### src/psc_pkg.sv
// package of constants for the priority start interrupt control
package psc_pkg;
  localparam int NUM_PULSES   = 12;          // time pulses per memory cycle
  localparam int NUM_VECTORS  = 10;          // interrupt vectors
  localparam int NUM_COUNTERS = 29;          // counter addresses
  localparam int ADDR_W       = 12;          // vector address width
  localparam int DATA_W       = 16;          // word width
  localparam logic [3:0]  FINAL_PULSE  = 4'hb;   // index of the final time pulse
  localparam logic [11:0] START_ADDR   = 12'h800; // start instruction address
  localparam logic [11:0] VEC_BASE     = 12'h800; // first interrupt vector
  localparam logic [11:0] VEC_STEP     = 12'h004; // spacing of vectors
  localparam logic [11:0] CNT_BASE     = 12'h024; // first counter address
  localparam int RESET_HOLD   = 4;           // time pulses start is held
  localparam int ALARM_CYCLES = 8;           // cycles a counter pulse may wait
  // forced order codes to the sequencer
  typedef enum logic [2:0] {
    PSC_ORD_NONE  = 3'h0,
    PSC_ORD_START = 3'h1,
    PSC_ORD_INTR  = 3'h2,
    PSC_ORD_CNT   = 3'h3,
    PSC_ORD_TEST  = 3'h4
  } psc_order_t;
  // tester operation kinds
  typedef enum logic [1:0] {
    PSC_TOP_READ  = 2'h0,
    PSC_TOP_LOAD  = 2'h1,
    PSC_TOP_GO    = 2'h2,
    PSC_TOP_NONE  = 2'h3
  } psc_top_t;
endpackage

### src/psc_if.sv
// interface joining priority control and the sequencer side
`timescale 1ns/1ps
interface psc_if;
  logic [3:0]        time_pulse;     // current time pulse index
  logic              cycle_end;      // pulse at the final time pulse
  logic              tpg_stop;       // stop to the time pulse generator
  logic              fresh_start;    // initialization broadcast
  logic [2:0]        order_code;     // forced order code
  logic [11:0]       forced_addr;    // address on the write lines
  logic [15:0]       test_data;      // tester load data
  logic [1:0]        test_op;        // tester operation kind
  logic              read_pulse;     // sequencer read control pulse
  logic              start_done;     // start instruction forced
  logic [11:0]       decoded_addr;   // address returned from processor
  logic              addr_valid;     // decoded address valid
  logic              monitor_stop;   // monitor stop mode
  logic              program_run;    // a programmed instruction executes
  modport dev (
    output time_pulse, output cycle_end, output tpg_stop, output fresh_start,
    output order_code, output forced_addr, output test_data, output test_op,
    output monitor_stop,
    input read_pulse, input start_done, input decoded_addr, input addr_valid,
    input program_run
  );
  modport seq (
    input time_pulse, input cycle_end, input tpg_stop, input fresh_start,
    input order_code, input forced_addr, input test_data, input test_op,
    input monitor_stop,
    output read_pulse, output start_done, output decoded_addr, output addr_valid,
    output program_run
  );
endinterface

### src/psc_ctrl.sv
// priority control end: start, interrupt, counter and tester orders
`timescale 1ns/1ps
module psc_ctrl #(
  parameter int DIV = 4 // clocks per time pulse
) (
  input  wire logic                          clk,
  input  wire logic                          nrst,
  psc_if.dev                                 bus,
  input  wire logic                          power_ok_pin,
  input  wire logic                          alarm_pin,
  input  wire logic                          trap_pin,
  input  wire logic                          intr_fault_pin,
  input  wire logic                          mon_stop_pin,
  input  wire logic                          manual_start_pin,
  input  wire logic [psc_pkg::NUM_VECTORS-1:0] intr_req,
  input  wire logic [psc_pkg::NUM_COUNTERS-1:0] cnt_req,
  input  wire logic                          test_req,
  input  wire logic [1:0]                    test_kind,
  input  wire logic [11:0]                   test_addr,
  input  wire logic [15:0]                   test_wdata,
  output logic                               test_busy,
  output logic                               cnt_alarm,
  output logic [psc_pkg::NUM_VECTORS-1:0]    intr_pend
);
  localparam int NV = psc_pkg::NUM_VECTORS;
  localparam int NC = psc_pkg::NUM_COUNTERS;
  localparam int DW = $clog2(DIV);

  // pin synchronisers, two stages each
  logic [5:0] pin_s1_r; // first stage
  logic [5:0] pin_s2_r; // second stage
  always_ff @(posedge clk) begin
    if (!nrst) begin
      pin_s1_r <= 6'h01;
      pin_s2_r <= 6'h01;
    end else begin
      pin_s1_r <= {manual_start_pin, mon_stop_pin, intr_fault_pin, trap_pin,
                   alarm_pin, power_ok_pin};
      pin_s2_r <= pin_s1_r;
    end
  end
  logic power_ok, alarm, trap, intr_fault, mon_stop, manual_start;
  assign {manual_start, mon_stop, intr_fault, trap, alarm, power_ok} = pin_s2_r;

  // time pulse enable divider
  logic [DW-1:0] div_r; // divider count
  logic          tick;  // one-cycle time pulse enable
  always_ff @(posedge clk) begin
    if (!nrst) begin
      div_r <= '0;
    end else if (div_r == DW'(DIV - 1)) begin
      div_r <= '0;
    end else begin
      div_r <= div_r + DW'(1);
    end
  end
  assign tick = (div_r == DW'(DIV - 1));

  // start state machine
  typedef enum logic [1:0] {
    PSC_S_RUN   = 2'b00,
    PSC_S_RESET = 2'b01,
    PSC_S_FORCE = 2'b10
  } psc_start_t;
  psc_start_t start_r;                 // start sequence state
  logic [2:0] hold_r;                  // time pulses of reset hold
  logic       start_cause;             // any reason to initialize
  logic       cycle_end;               // end of a memory cycle
  logic       stop;                    // stop to the timer

  // fault, trap, power glitch, interrupt fault or manual start
  assign start_cause = !power_ok || alarm || trap || intr_fault
                       || (mon_stop && manual_start);
  // the stop covers start sequence and monitor stop
  assign stop = (start_r != PSC_S_RUN) || mon_stop || start_cause;

  always_ff @(posedge clk) begin
    if (!nrst) begin
      start_r <= PSC_S_RESET;
      hold_r  <= '0;
    end else begin
      case (start_r)
        PSC_S_RUN: begin
          if (start_cause) begin
            start_r <= PSC_S_RESET;
            hold_r  <= '0;
          end
        end
        PSC_S_RESET: begin
          // essential resets take a few time pulses
          if (start_cause) begin
            hold_r <= '0;
          end else if (tick && hold_r != 3'(psc_pkg::RESET_HOLD)) begin
            hold_r <= hold_r + 3'h1;
          end else if (hold_r == 3'(psc_pkg::RESET_HOLD)) begin
            start_r <= PSC_S_FORCE;
          end
        end
        PSC_S_FORCE: begin
          if (bus.start_done) begin
            start_r <= PSC_S_RUN;
          end
        end
        default: start_r <= PSC_S_RESET;
      endcase
    end
  end

  psc_timer u_timer (
    .clk       (clk),
    .nrst      (nrst),
    .tick      (tick),
    .stop      (stop),
    .pulse     (bus.time_pulse),
    .cycle_end (cycle_end)
  );
  assign bus.cycle_end    = cycle_end;
  assign bus.tpg_stop     = stop;
  assign bus.fresh_start  = (start_r == PSC_S_RESET);
  assign bus.monitor_stop = mon_stop;

  // pending interrupts, set wins over clear
  logic [NV-1:0] pend_r;     // latched requests
  logic [NV-1:0] take_vec;   // vector being taken
  logic          intr_sel;   // interrupt currently forced
  logic [3:0]    intr_idx_r; // selected vector index
  genvar gi;
  generate
    for (gi = 0; gi < NV; gi++) begin : g_pend
      assign take_vec[gi] = intr_sel && bus.read_pulse && (intr_idx_r == 4'(gi))
                            && bus.addr_valid
                            && bus.decoded_addr == 12'(psc_pkg::VEC_BASE
                               + 12'(gi) * psc_pkg::VEC_STEP);
      always_ff @(posedge clk) begin
        if (!nrst || bus.fresh_start) begin
          pend_r[gi] <= 1'b0;
        end else if (intr_req[gi]) begin
          pend_r[gi] <= 1'b1;
        end else if (take_vec[gi]) begin
          pend_r[gi] <= 1'b0;
        end
      end
    end
  endgenerate
  assign intr_pend = pend_r;

  // fixed priority, lowest index first
  logic [3:0] intr_pick;
  logic       intr_any;
  always_comb begin
    intr_pick = 4'h0;
    intr_any  = 1'b0;
    for (int i = NV - 1; i >= 0; i--) begin
      if (pend_r[i]) begin
        intr_pick = 4'(i);
        intr_any  = 1'b1;
      end
    end
  end

  // counter requests held pending, 29 addresses with priority
  logic [NC-1:0] cpend_r;
  logic [4:0]    cnt_pick;
  logic          cnt_any;
  logic [4:0]    cnt_idx_r;
  logic          cnt_sel;
  always_comb begin
    cnt_pick = 5'h0;
    cnt_any  = 1'b0;
    for (int i = NC - 1; i >= 0; i--) begin
      if (cpend_r[i]) begin
        cnt_pick = 5'(i);
        cnt_any  = 1'b1;
      end
    end
  end
  always_ff @(posedge clk) begin
    if (!nrst || bus.fresh_start) begin
      cpend_r <= '0;
    end else begin
      for (int i = 0; i < NC; i++) begin
        if (cnt_req[i]) begin
          cpend_r[i] <= 1'b1;
        end else if (cnt_sel && bus.read_pulse && cnt_idx_r == 5'(i)) begin
          cpend_r[i] <= 1'b0;
        end
      end
    end
  end

  // alarm when the top counter request waits too long
  logic [3:0] wait_r;
  always_ff @(posedge clk) begin
    if (!nrst || bus.fresh_start) begin
      wait_r    <= '0;
      cnt_alarm <= 1'b0;
    end else if (!cnt_any || (cnt_sel && bus.read_pulse)) begin
      wait_r <= '0;
    end else if (cycle_end) begin
      if (wait_r == 4'(psc_pkg::ALARM_CYCLES)) begin
        cnt_alarm <= 1'b1;
      end else begin
        wait_r <= wait_r + 4'h1;
      end
    end
  end

  // forced order selection in any clock cycle of run in which no order stands
  psc_pkg::psc_order_t ord_r;
  logic [11:0]         addr_r;
  logic [15:0]         tdata_r;
  logic [1:0]          top_r;
  assign intr_sel = (ord_r == psc_pkg::PSC_ORD_INTR);
  assign cnt_sel  = (ord_r == psc_pkg::PSC_ORD_CNT);
  always_ff @(posedge clk) begin
    if (!nrst) begin
      ord_r      <= psc_pkg::PSC_ORD_NONE;
      addr_r     <= '0;
      tdata_r    <= '0;
      top_r      <= psc_pkg::PSC_TOP_NONE;
      intr_idx_r <= '0;
      cnt_idx_r  <= '0;
    end else if (start_r == PSC_S_FORCE) begin
      // withdraw once read, else the start order stands on into run and
      // the sequencer, already pulsed for it, never takes another order
      if (bus.read_pulse) begin
        ord_r <= psc_pkg::PSC_ORD_NONE;
      end else begin
        ord_r  <= psc_pkg::PSC_ORD_START;
        addr_r <= psc_pkg::START_ADDR;
      end
    end else if (start_r != PSC_S_RUN) begin
      ord_r <= psc_pkg::PSC_ORD_NONE;
    end else if (ord_r != psc_pkg::PSC_ORD_NONE) begin
      if (bus.read_pulse) begin
        ord_r <= psc_pkg::PSC_ORD_NONE;
        top_r <= psc_pkg::PSC_TOP_NONE;
      end
    end else if (mon_stop) begin
      // tester orders only while program is halted
      if (test_req && !bus.program_run) begin
        ord_r   <= psc_pkg::PSC_ORD_TEST;
        addr_r  <= test_addr;
        tdata_r <= test_wdata;
        top_r   <= test_kind;
      end
    end else if (cnt_any) begin
      ord_r     <= psc_pkg::PSC_ORD_CNT;
      addr_r    <= psc_pkg::CNT_BASE + 12'(cnt_pick);
      cnt_idx_r <= cnt_pick;
    end else if (intr_any) begin
      ord_r      <= psc_pkg::PSC_ORD_INTR;
      addr_r     <= 12'(psc_pkg::VEC_BASE + 12'(intr_pick) * psc_pkg::VEC_STEP);
      intr_idx_r <= intr_pick;
    end
  end
  assign bus.order_code  = ord_r;
  assign bus.forced_addr = addr_r;
  assign bus.test_data   = tdata_r;
  assign bus.test_op     = top_r;
  assign test_busy       = (ord_r == psc_pkg::PSC_ORD_TEST);
endmodule

### src/psc_timer.sv
// time pulse generator with stop and park
`timescale 1ns/1ps
module psc_timer (
  input  wire logic       clk,
  input  wire logic       nrst,
  input  wire logic       tick,
  input  wire logic       stop,
  output logic [3:0]      pulse,
  output logic            cycle_end
);
  logic [3:0] pulse_r; // current pulse index

  // step one pulse per tick, parked at final pulse while stopped
  always_ff @(posedge clk) begin
    if (!nrst) begin
      pulse_r <= psc_pkg::FINAL_PULSE;
    end else if (tick) begin
      if (pulse_r == psc_pkg::FINAL_PULSE) begin
        if (!stop) begin
          pulse_r <= 4'h0;
        end
      end else begin
        pulse_r <= pulse_r + 4'h1;
      end
    end
  end

  assign pulse     = pulse_r;
  // a stopped generator ends no cycle, so no word flow happens
  assign cycle_end = tick && !stop && (pulse_r == psc_pkg::FINAL_PULSE);
endmodule

### src/flat_wrapper.sv
// flat-port wrapper written by rule: the top's interface ports become plain ports
module psc_ctrl_flat 
#(
  parameter int DIV = 4                         
)
  (clk, nrst, power_ok_pin, alarm_pin, trap_pin, intr_fault_pin, mon_stop_pin, manual_start_pin, intr_req, cnt_req, test_req, test_kind, test_addr, test_wdata, test_busy, cnt_alarm, intr_pend, bus_time_pulse, bus_cycle_end, bus_tpg_stop, bus_fresh_start, bus_order_code, bus_forced_addr, bus_test_data, bus_test_op, bus_monitor_stop, bus_read_pulse, bus_start_done, bus_decoded_addr, bus_addr_valid, bus_program_run);
  psc_if bus_i ();
  input  wire logic clk;
  input  wire logic nrst;
  input  wire logic power_ok_pin;
  input  wire logic alarm_pin;
  input  wire logic trap_pin;
  input  wire logic intr_fault_pin;
  input  wire logic mon_stop_pin;
  input  wire logic manual_start_pin;
  input  wire logic [psc_pkg::NUM_VECTORS-1:0] intr_req;
  input  wire logic [psc_pkg::NUM_COUNTERS-1:0] cnt_req;
  input  wire logic test_req;
  input  wire logic [1:0] test_kind;
  input  wire logic [11:0] test_addr;
  input  wire logic [15:0] test_wdata;
  output logic test_busy;
  output logic cnt_alarm;
  output logic [psc_pkg::NUM_VECTORS-1:0] intr_pend;
  output wire logic [$bits(bus_i.time_pulse)-1:0] bus_time_pulse;
  output wire logic [$bits(bus_i.cycle_end)-1:0] bus_cycle_end;
  output wire logic [$bits(bus_i.tpg_stop)-1:0] bus_tpg_stop;
  output wire logic [$bits(bus_i.fresh_start)-1:0] bus_fresh_start;
  output wire logic [$bits(bus_i.order_code)-1:0] bus_order_code;
  output wire logic [$bits(bus_i.forced_addr)-1:0] bus_forced_addr;
  output wire logic [$bits(bus_i.test_data)-1:0] bus_test_data;
  output wire logic [$bits(bus_i.test_op)-1:0] bus_test_op;
  output wire logic [$bits(bus_i.monitor_stop)-1:0] bus_monitor_stop;
  input wire logic [$bits(bus_i.read_pulse)-1:0] bus_read_pulse;
  input wire logic [$bits(bus_i.start_done)-1:0] bus_start_done;
  input wire logic [$bits(bus_i.decoded_addr)-1:0] bus_decoded_addr;
  input wire logic [$bits(bus_i.addr_valid)-1:0] bus_addr_valid;
  input wire logic [$bits(bus_i.program_run)-1:0] bus_program_run;
  assign bus_time_pulse = bus_i.time_pulse;
  assign bus_cycle_end = bus_i.cycle_end;
  assign bus_tpg_stop = bus_i.tpg_stop;
  assign bus_fresh_start = bus_i.fresh_start;
  assign bus_order_code = bus_i.order_code;
  assign bus_forced_addr = bus_i.forced_addr;
  assign bus_test_data = bus_i.test_data;
  assign bus_test_op = bus_i.test_op;
  assign bus_monitor_stop = bus_i.monitor_stop;
  assign bus_i.read_pulse = bus_read_pulse;
  assign bus_i.start_done = bus_start_done;
  assign bus_i.decoded_addr = bus_decoded_addr;
  assign bus_i.addr_valid = bus_addr_valid;
  assign bus_i.program_run = bus_program_run;
  psc_ctrl #(.DIV(DIV)) u_core (.clk(clk), .nrst(nrst), .bus(bus_i), .power_ok_pin(power_ok_pin), .alarm_pin(alarm_pin), .trap_pin(trap_pin), .intr_fault_pin(intr_fault_pin), .mon_stop_pin(mon_stop_pin), .manual_start_pin(manual_start_pin), .intr_req(intr_req), .cnt_req(cnt_req), .test_req(test_req), .test_kind(test_kind), .test_addr(test_addr), .test_wdata(test_wdata), .test_busy(test_busy), .cnt_alarm(cnt_alarm), .intr_pend(intr_pend));
endmodule
### config.mk
export PLATFORM = sky130hd
export DESIGN_NAME = psc_ctrl_flat
export DESIGN_NICKNAME = d
export VERILOG_FILES = /design/src/psc_pkg.sv /design/src/psc_if.sv /design/src/psc_ctrl.sv /design/src/psc_timer.sv /design/src/flat_wrapper.sv
export SDC_FILE = /design/constraint.sdc
export NUM_CORES = 1
export LEC_CHECK = 0
export BUFFER_PORTS_ARGS = -buffer_cell sky130_fd_sc_hd__buf_2
export CAP_MARGIN = 10
export CORE_MARGIN = 2
export CORE_UTILIZATION = 47
export DETAILED_ROUTE_END_ITERATION = 8
export PLACE_DENSITY_LB_ADDON = 0.05
export REMOVE_ABC_BUFFERS = 1
export SLEW_MARGIN = 10
export SYNTH_ARGS = -nofsm -noshare
export SYNTH_HDL_FRONTEND = slang
export SYNTH_SLANG_ARGS = --single-unit
export TNS_END_PERCENT = 50
### constraint.sdc
create_clock -name clk -period 2.3 [get_ports clk]
set_input_delay 0.115 -clock clk [delete_from_list [all_inputs] [get_ports clk]]
set_output_delay 0.115 -clock clk [all_outputs]
set_load 0.01 [all_outputs]
# Word level (Yosys, flattened, before mapping)
# Cells that the tools add are included.
# totals
output_inout_bits	53
mem_bits_rw	0
input_bits	94
ff_bits	109
memories	0
latchBits	0
elab_cells	468
mem_bits_ro	0
# classes
n_mux	189
reduce_logical	141
shift	0
n_div	0
eq_ne	71
multipliers	0
order_cmp	0
n_addsub	6
bitwise	8
# op_table
cell	count
$mux W5	29
$eq A12 B12 Y1 const B	10
$mux W1	118
$mux W12	8
$reduce_bool A2 Y1	43
$logic_and A1 B1 Y1	66
$eq A5 B5 Y1 const B	13
$mux W4	12
$eq A5 B4 Y1 const B	8
$mux W3	11
$reduce_and A5 Y1	5
$eq A5 B3 Y1 const B	4
$mux W2	9
$eq A4 B3 Y1 const B	4
$eq A4 B4 Y1 const B	4
$ne A2 B2 Y1 const B	8
$add A12 B6 Y12 const A	1
$eq A5 B2 Y1 const B	2
$ne A3 B3 Y1 const B	3
$reduce_and A3 Y1	3
$add A4 B1 Y4 const B	2
$eq A4 B2 Y1 const B	2
$logic_or A1 B1 Y1	8
$not A1 Y1	8
other kinds (24)	34

# Depth between registers and ports, before layout
# depth
ltp_word	35
mapped_depth	9
mapped_depth_nobuf	9

# Modules after synthesis
# Synthesis repeated with hierarchy kept, for this count alone.
# hier_totals
hier_cells	624
hier_area_um2	5042.3
# modules_own_cells
mod	area_each_um2	instances	cells_per_inst
psc_ctrl	4835.9	1	600
psc_timer	206.4	1	24

# Worst setup path before layout
# Ideal clock, no wire load.
# synth_path
path_type	flip-flop to flip-flop
startpoint	reg u_core.cpend_r[26]
endpoint	reg u_core.addr_r[4] (netlist: u_core.bus.forced_addr[4])
period_less_slack_ns	2.450
arrival_ns	2.329
t_required_ns	2.179
path_stages_with_launch	7
slack_ns	-0.150
cell_sequence	dfxtp_1 or4_4 or4_4 nor2_1 mux2_2 o2111ai_1 a21boi_1
# synth_between
elab_chain_cells	33
word_cells_on_any_way	62
# synth_rtl
item	line	source
from (decl)	psc_ctrl.sv:162	logic [NC-1:0] cpend_r;
from (signal assigned)	psc_ctrl.sv:179	cpend_r <= '0;
from (signal, indexed assignment)	psc_ctrl.sv:183	cpend_r[i] <= 1'b1;
from (signal, indexed assignment)	psc_ctrl.sv:185	cpend_r[i] <= 1'b0;
$mux W5 (27 in a row)	psc_ctrl.sv:171	if (cpend_r[i]) begin
$add A6 B5 Y7	psc_ctrl.sv:249	addr_r <= psc_pkg::CNT_BASE + 12'(cnt_pick);
$mux W12	psc_ctrl.sv:247	end else if (cnt_any) begin
$mux W12	psc_ctrl.sv:239	end else if (mon_stop) begin
$mux W12	psc_ctrl.sv:234	end else if (ord_r != psc_pkg::PSC_ORD_NONE) begin
$mux W12	psc_ctrl.sv:232	end else if (start_r != PSC_S_RUN) begin
$mux W12	psc_ctrl.sv:223	end else if (start_r == PSC_S_FORCE) begin
to (signal assigned)	psc_ctrl.sv:230	addr_r <= psc_pkg::START_ADDR;
to (signal assigned)	psc_ctrl.sv:243	addr_r <= test_addr;
to (signal assigned)	psc_ctrl.sv:249	
to (decl)	psc_ctrl.sv:210	logic [11:0] addr_r;
# Parallel ways exist; a longest one is shown, timed or not. The select of a mux whose other input is x is not followed.
# A chain may end at the register's enable or synchronous reset.

# Final worst setup path
# layout_path
startpoint	reg u_core.cpend_r[19]
endpoint	reg u_core.addr_r[1] (netlist: u_core.bus.forced_addr[1])
# layout_between
elab_chain_cells	26
word_cells_on_any_way	48
# layout_rtl
item	line
$mux W5 (20 in a row)	psc_ctrl.sv:171
$add A6 B5 Y7	psc_ctrl.sv:249
$mux W12	psc_ctrl.sv:247
$mux W12	psc_ctrl.sv:239
$mux W12	psc_ctrl.sv:234
$mux W12	psc_ctrl.sv:232
$mux W12	psc_ctrl.sv:223
# Parallel ways exist; a longest one is shown, timed or not. The select of a mux whose other input is x is not followed.

==> results.tsv <==
metric	value	unit
reg2reg setup slack	-0.15	ns
Remaining DRCs	0	
via count	5332	
LEAKAGE	3.19	nW
GR peak layer	met2	
HP Class	input port to flop	
Die Area	11500	um^2
post-DP HPWL	10800	um
ys flop type	dfxtp_1	
cell-internal power	0.00437	W
Final Slew Violations	0	
Initial DRT Pass Iterations	5	
CTS sink count	109	
max_cap viols	0	
Hold WS	-0.00656	ns
Synth-to-Final Area Change	42.5	%
Skew-Pair Late Insertion Delay	0.37	ns
Via density	5.24	
sw power	0.00272	W
placed cell count	942	
drt wl/cell	14.7	um
distinct cell type count after synthesis	58	
Cell Area, Synth	5030	um^2
RSZ-0062 raised after global routing	true	
Yosys warnings	0	
logic gate share of total power	48.1	%
Initial DRC Count	352	
post-synthesis sequential area ratio	43.4	%
vias in the first global route	5248	
minimum setup slack in the final design	-0.145	ns
asr flop ratio synth	0	%
CTS tree	done	
violated checks	negative hold slack, negative setup slack	
met1 Resource Use GR	34.6	%
setup TNS	-1.41	ns
GR Util met2	43.7	%
clk buf depth	2	
final-stage net count	983	
met3 usage	5.63	%
n_diodes	0	
number of synthesized flops with an enable pin	0	
CTS Buf Count	9	
Seq pwr share	34.4	%
status	finished with violations	
Worst-Margin Slew	0.887	ns
period utilization	106	%
Mapped Cells	626	
Fmax	0.409	GHz
syn_area_per_cell	8.04	um^2
Sw Share	38.3	%
Port Buffer Count	146	
layout cell share with drive strength beyond 1	27.6	%
core area	10400	um^2
Final Skew	0.00790	ns
gr ovfl total	0	
critical path class	flop to flop	
Max VDD drop	457	uV
power density over the cells	988	nW/um^2
Slew Limit Headroom	40.4	%
worst-path maximum fanout	8	
Starting Density	48.5	%
Total Routing Usage GR	26.5	%
I/O pins	147	
antenna violations before repair	0	
Worst-path clk slew	0.10	ns
Root Driver	clkbuf_8	
number of synthesized register bits	109	
WP data arrival	2.76	ns
endpoints failing hold	1	
gpl congestion	0.868	
Final ANT Viol Nets	0	
Die X-Extent	107	um
final setup violation count	16	
crit path capture type	flop	
Worst Path Required	2.62	ns
Detailed Route WL	15000	um
Fill cells	869	
Post CTS Setup Buffer Count	0	
std cell rows	37	
pre-CTS setup slack	-0.203	ns
Die Ht	107	um
largest net degree at the start of global routing	42	
Clock Power Share	17.5	%
H-tree lvl count	3	
Final min period	2.45	ns
Layout Cells excl Fill	1017	
Startpoint Class	flop	
first-pass GRT wire length	24500	um
[Yosys cell counts (4+ instances only)]
cell / instances / area, um^2
nor2b_1: 16 / 100
nor4_1: 10 / 62.6
o31ai_1: 6 / 45.0
clkbuf_1: 17 / 63.8
a21oi_1: 53 / 265
nor2_1: 58 / 218
dfxtp_1: 109 / 2180
a21boi_0: 19 / 143
inv_1: 43 / 161
ha_1: 11 / 138
nand3_1: 33 / 165
a21boi_1: 5 / 37.5
and2_1: 12 / 75.1
nand2b_1: 12 / 75.1
nor3_1: 14 / 70.1
nand4_1: 7 / 43.8
o22ai_1: 4 / 25.0
mux2i_1: 10 / 100
nand2_1: 86 / 323
o21ai_0: 38 / 190
and3_1: 6 / 37.5
[metal layers]
layer  wire [um]  share of wire (%)
met2        6780                 45
met5           0                  0
met1        6840                 46
met3        1110                7.4
met4         238                1.6
[power by group through the flow]
stage / Combinational [W] / Clock (W) / Sequential [W]
final: 0.00341 / 0.00124 / 0.00244
after global placement: 0.00300 / 0 / 0.00246
after global routing: 0.00378 / 0.00133 / 0.00248
after CTS: 0.00332 / 0.00126 / 0.00243
after detailed placement: 0.00305 / 0 / 0.00247
after floorplan: 0.00166 / 0 / 0.00250
[through the flow]
stage / total power, W / hold slack, ns / utilization [%] / cell area (um^2)
floorplan: 0.00417 / 0.177 / - / 4950
global placement: 0.00545 / 0.300 / 60.4 / 6260
detailed placement: 0.00552 / 0.305 / 60.4 / 6260
CTS: 0.00701 / 0.0000925 / 68.8 / 7140
global route: 0.00759 / 0.00203 / 69.1 / 7170
finish: 0.00709 / -0.00656 / 69.1 / 7170
[flip-flops by register name (all words and copies together), names as in the netlist]
signal / count
u_core.u_timer.pulse: 4
u_core.cnt_alarm: 1
u_core.intr_pend: 10
u_core.hold_r: 3
u_core.wait_r: 4
u_core.bus.test_data: 16
u_core.pin_s1_r: 6
u_core.bus.forced_addr: 12
u_core.div_r: 2
u_core.bus.order_code: 3
u_core.intr_idx_r: 4
u_core.pin_s2_r: 6
u_core.start_r: 2
u_core.cnt_idx_r: 5
u_core.cpend_r: 29
u_core.bus.test_op: 2
[worst paths after layout]
| path | startpoint | endpoint | cells after the start |
|---|---|---|---|
| worst min register to register | u_core.pin_s1_r[0]$_SDFF_PN1_ | u_core.pin_s2_r[0]$_SDFF_PN1_ | 1 |
| worst min-delay path | test_addr[11] | u_core.bus.forced_addr[11]$_SDFFE_PN0P_ | 3 |
| worst max register to register | u_core.cpend_r[19]$_SDFFE_PP0P_ | u_core.bus.forced_addr[1]$_SDFFE_PN0P_ | 8 |
| worst max-delay path | u_core.cpend_r[19]$_SDFFE_PP0P_ | u_core.bus.forced_addr[1]$_SDFFE_PN0P_ | 8 |
[final cells by class]
cell class                 count  area [um^2]  share of cell area (%)
sequential                   109         2180                    30.5
tap                          136          170                    2.37
multi-input combinational    454         2700                    37.6
inverter                      43          161                    2.25
clock buffer                  10          128                    1.78
clock inverter                 4         75.1                    1.05
timing repair buffer         261         1750                    24.5
[cell usage in the layout, fill, tap and decap left out, types with 7 or more instances in the layout]
cell type	count
dlygate4sd3_1	61
and2_1	11
buf_2	146
nand3_1	32
dfxtp_1	107
a21oi_1	52
o21ai_0	36
clkbuf_8	9
nor2b_1	15
mux2i_1	10
inv_1	42
nand2b_1	12
nand4_1	7
nor3_1	12
nand2_1	83
nor2_1	58
nor4_1	9
a21boi_0	18
buf_4	52
ha_1	9
[critical path, stage by stage (launching register included)]
cell and delay, ns:
dfxtp_2 0.33, or4_4 0.55, or4_4 0.56, buf_6 0.14
o41ai_4 0.28, buf_4 0.22, a21oi_1 0.05, o31ai_1 0.08
and3_1 0.18
[kinds of logic (layout without fill, tap and decap cells)]
group | count (synthesis) | in the layout | synth area share [%]
xor gates and xnor gates | 4 | 4 | 0.696
DFF | 109 | 109 | 43.4
buffers and inverters | 63 | 318 | 4.82
and+or+nand+nor | 274 | 274 | 26.5
muxes | 11 | 11 | 2.21
adders and majority gates | 11 | 11 | 2.74
AOI/OAI and AO/OA | 154 | 154 | 19.7
[what timing repair did]
item | 4_1_cts | 5_1_grt
setup endpoints to repair | 19 | 30
cloned | 0 | 0
pin swaps | 12 | 2
gates resized for setup | 14 | 13
hold buffers | 61 | 0
hold endpoints to repair | 61 | 0
(Power assumes the default switching activity.)
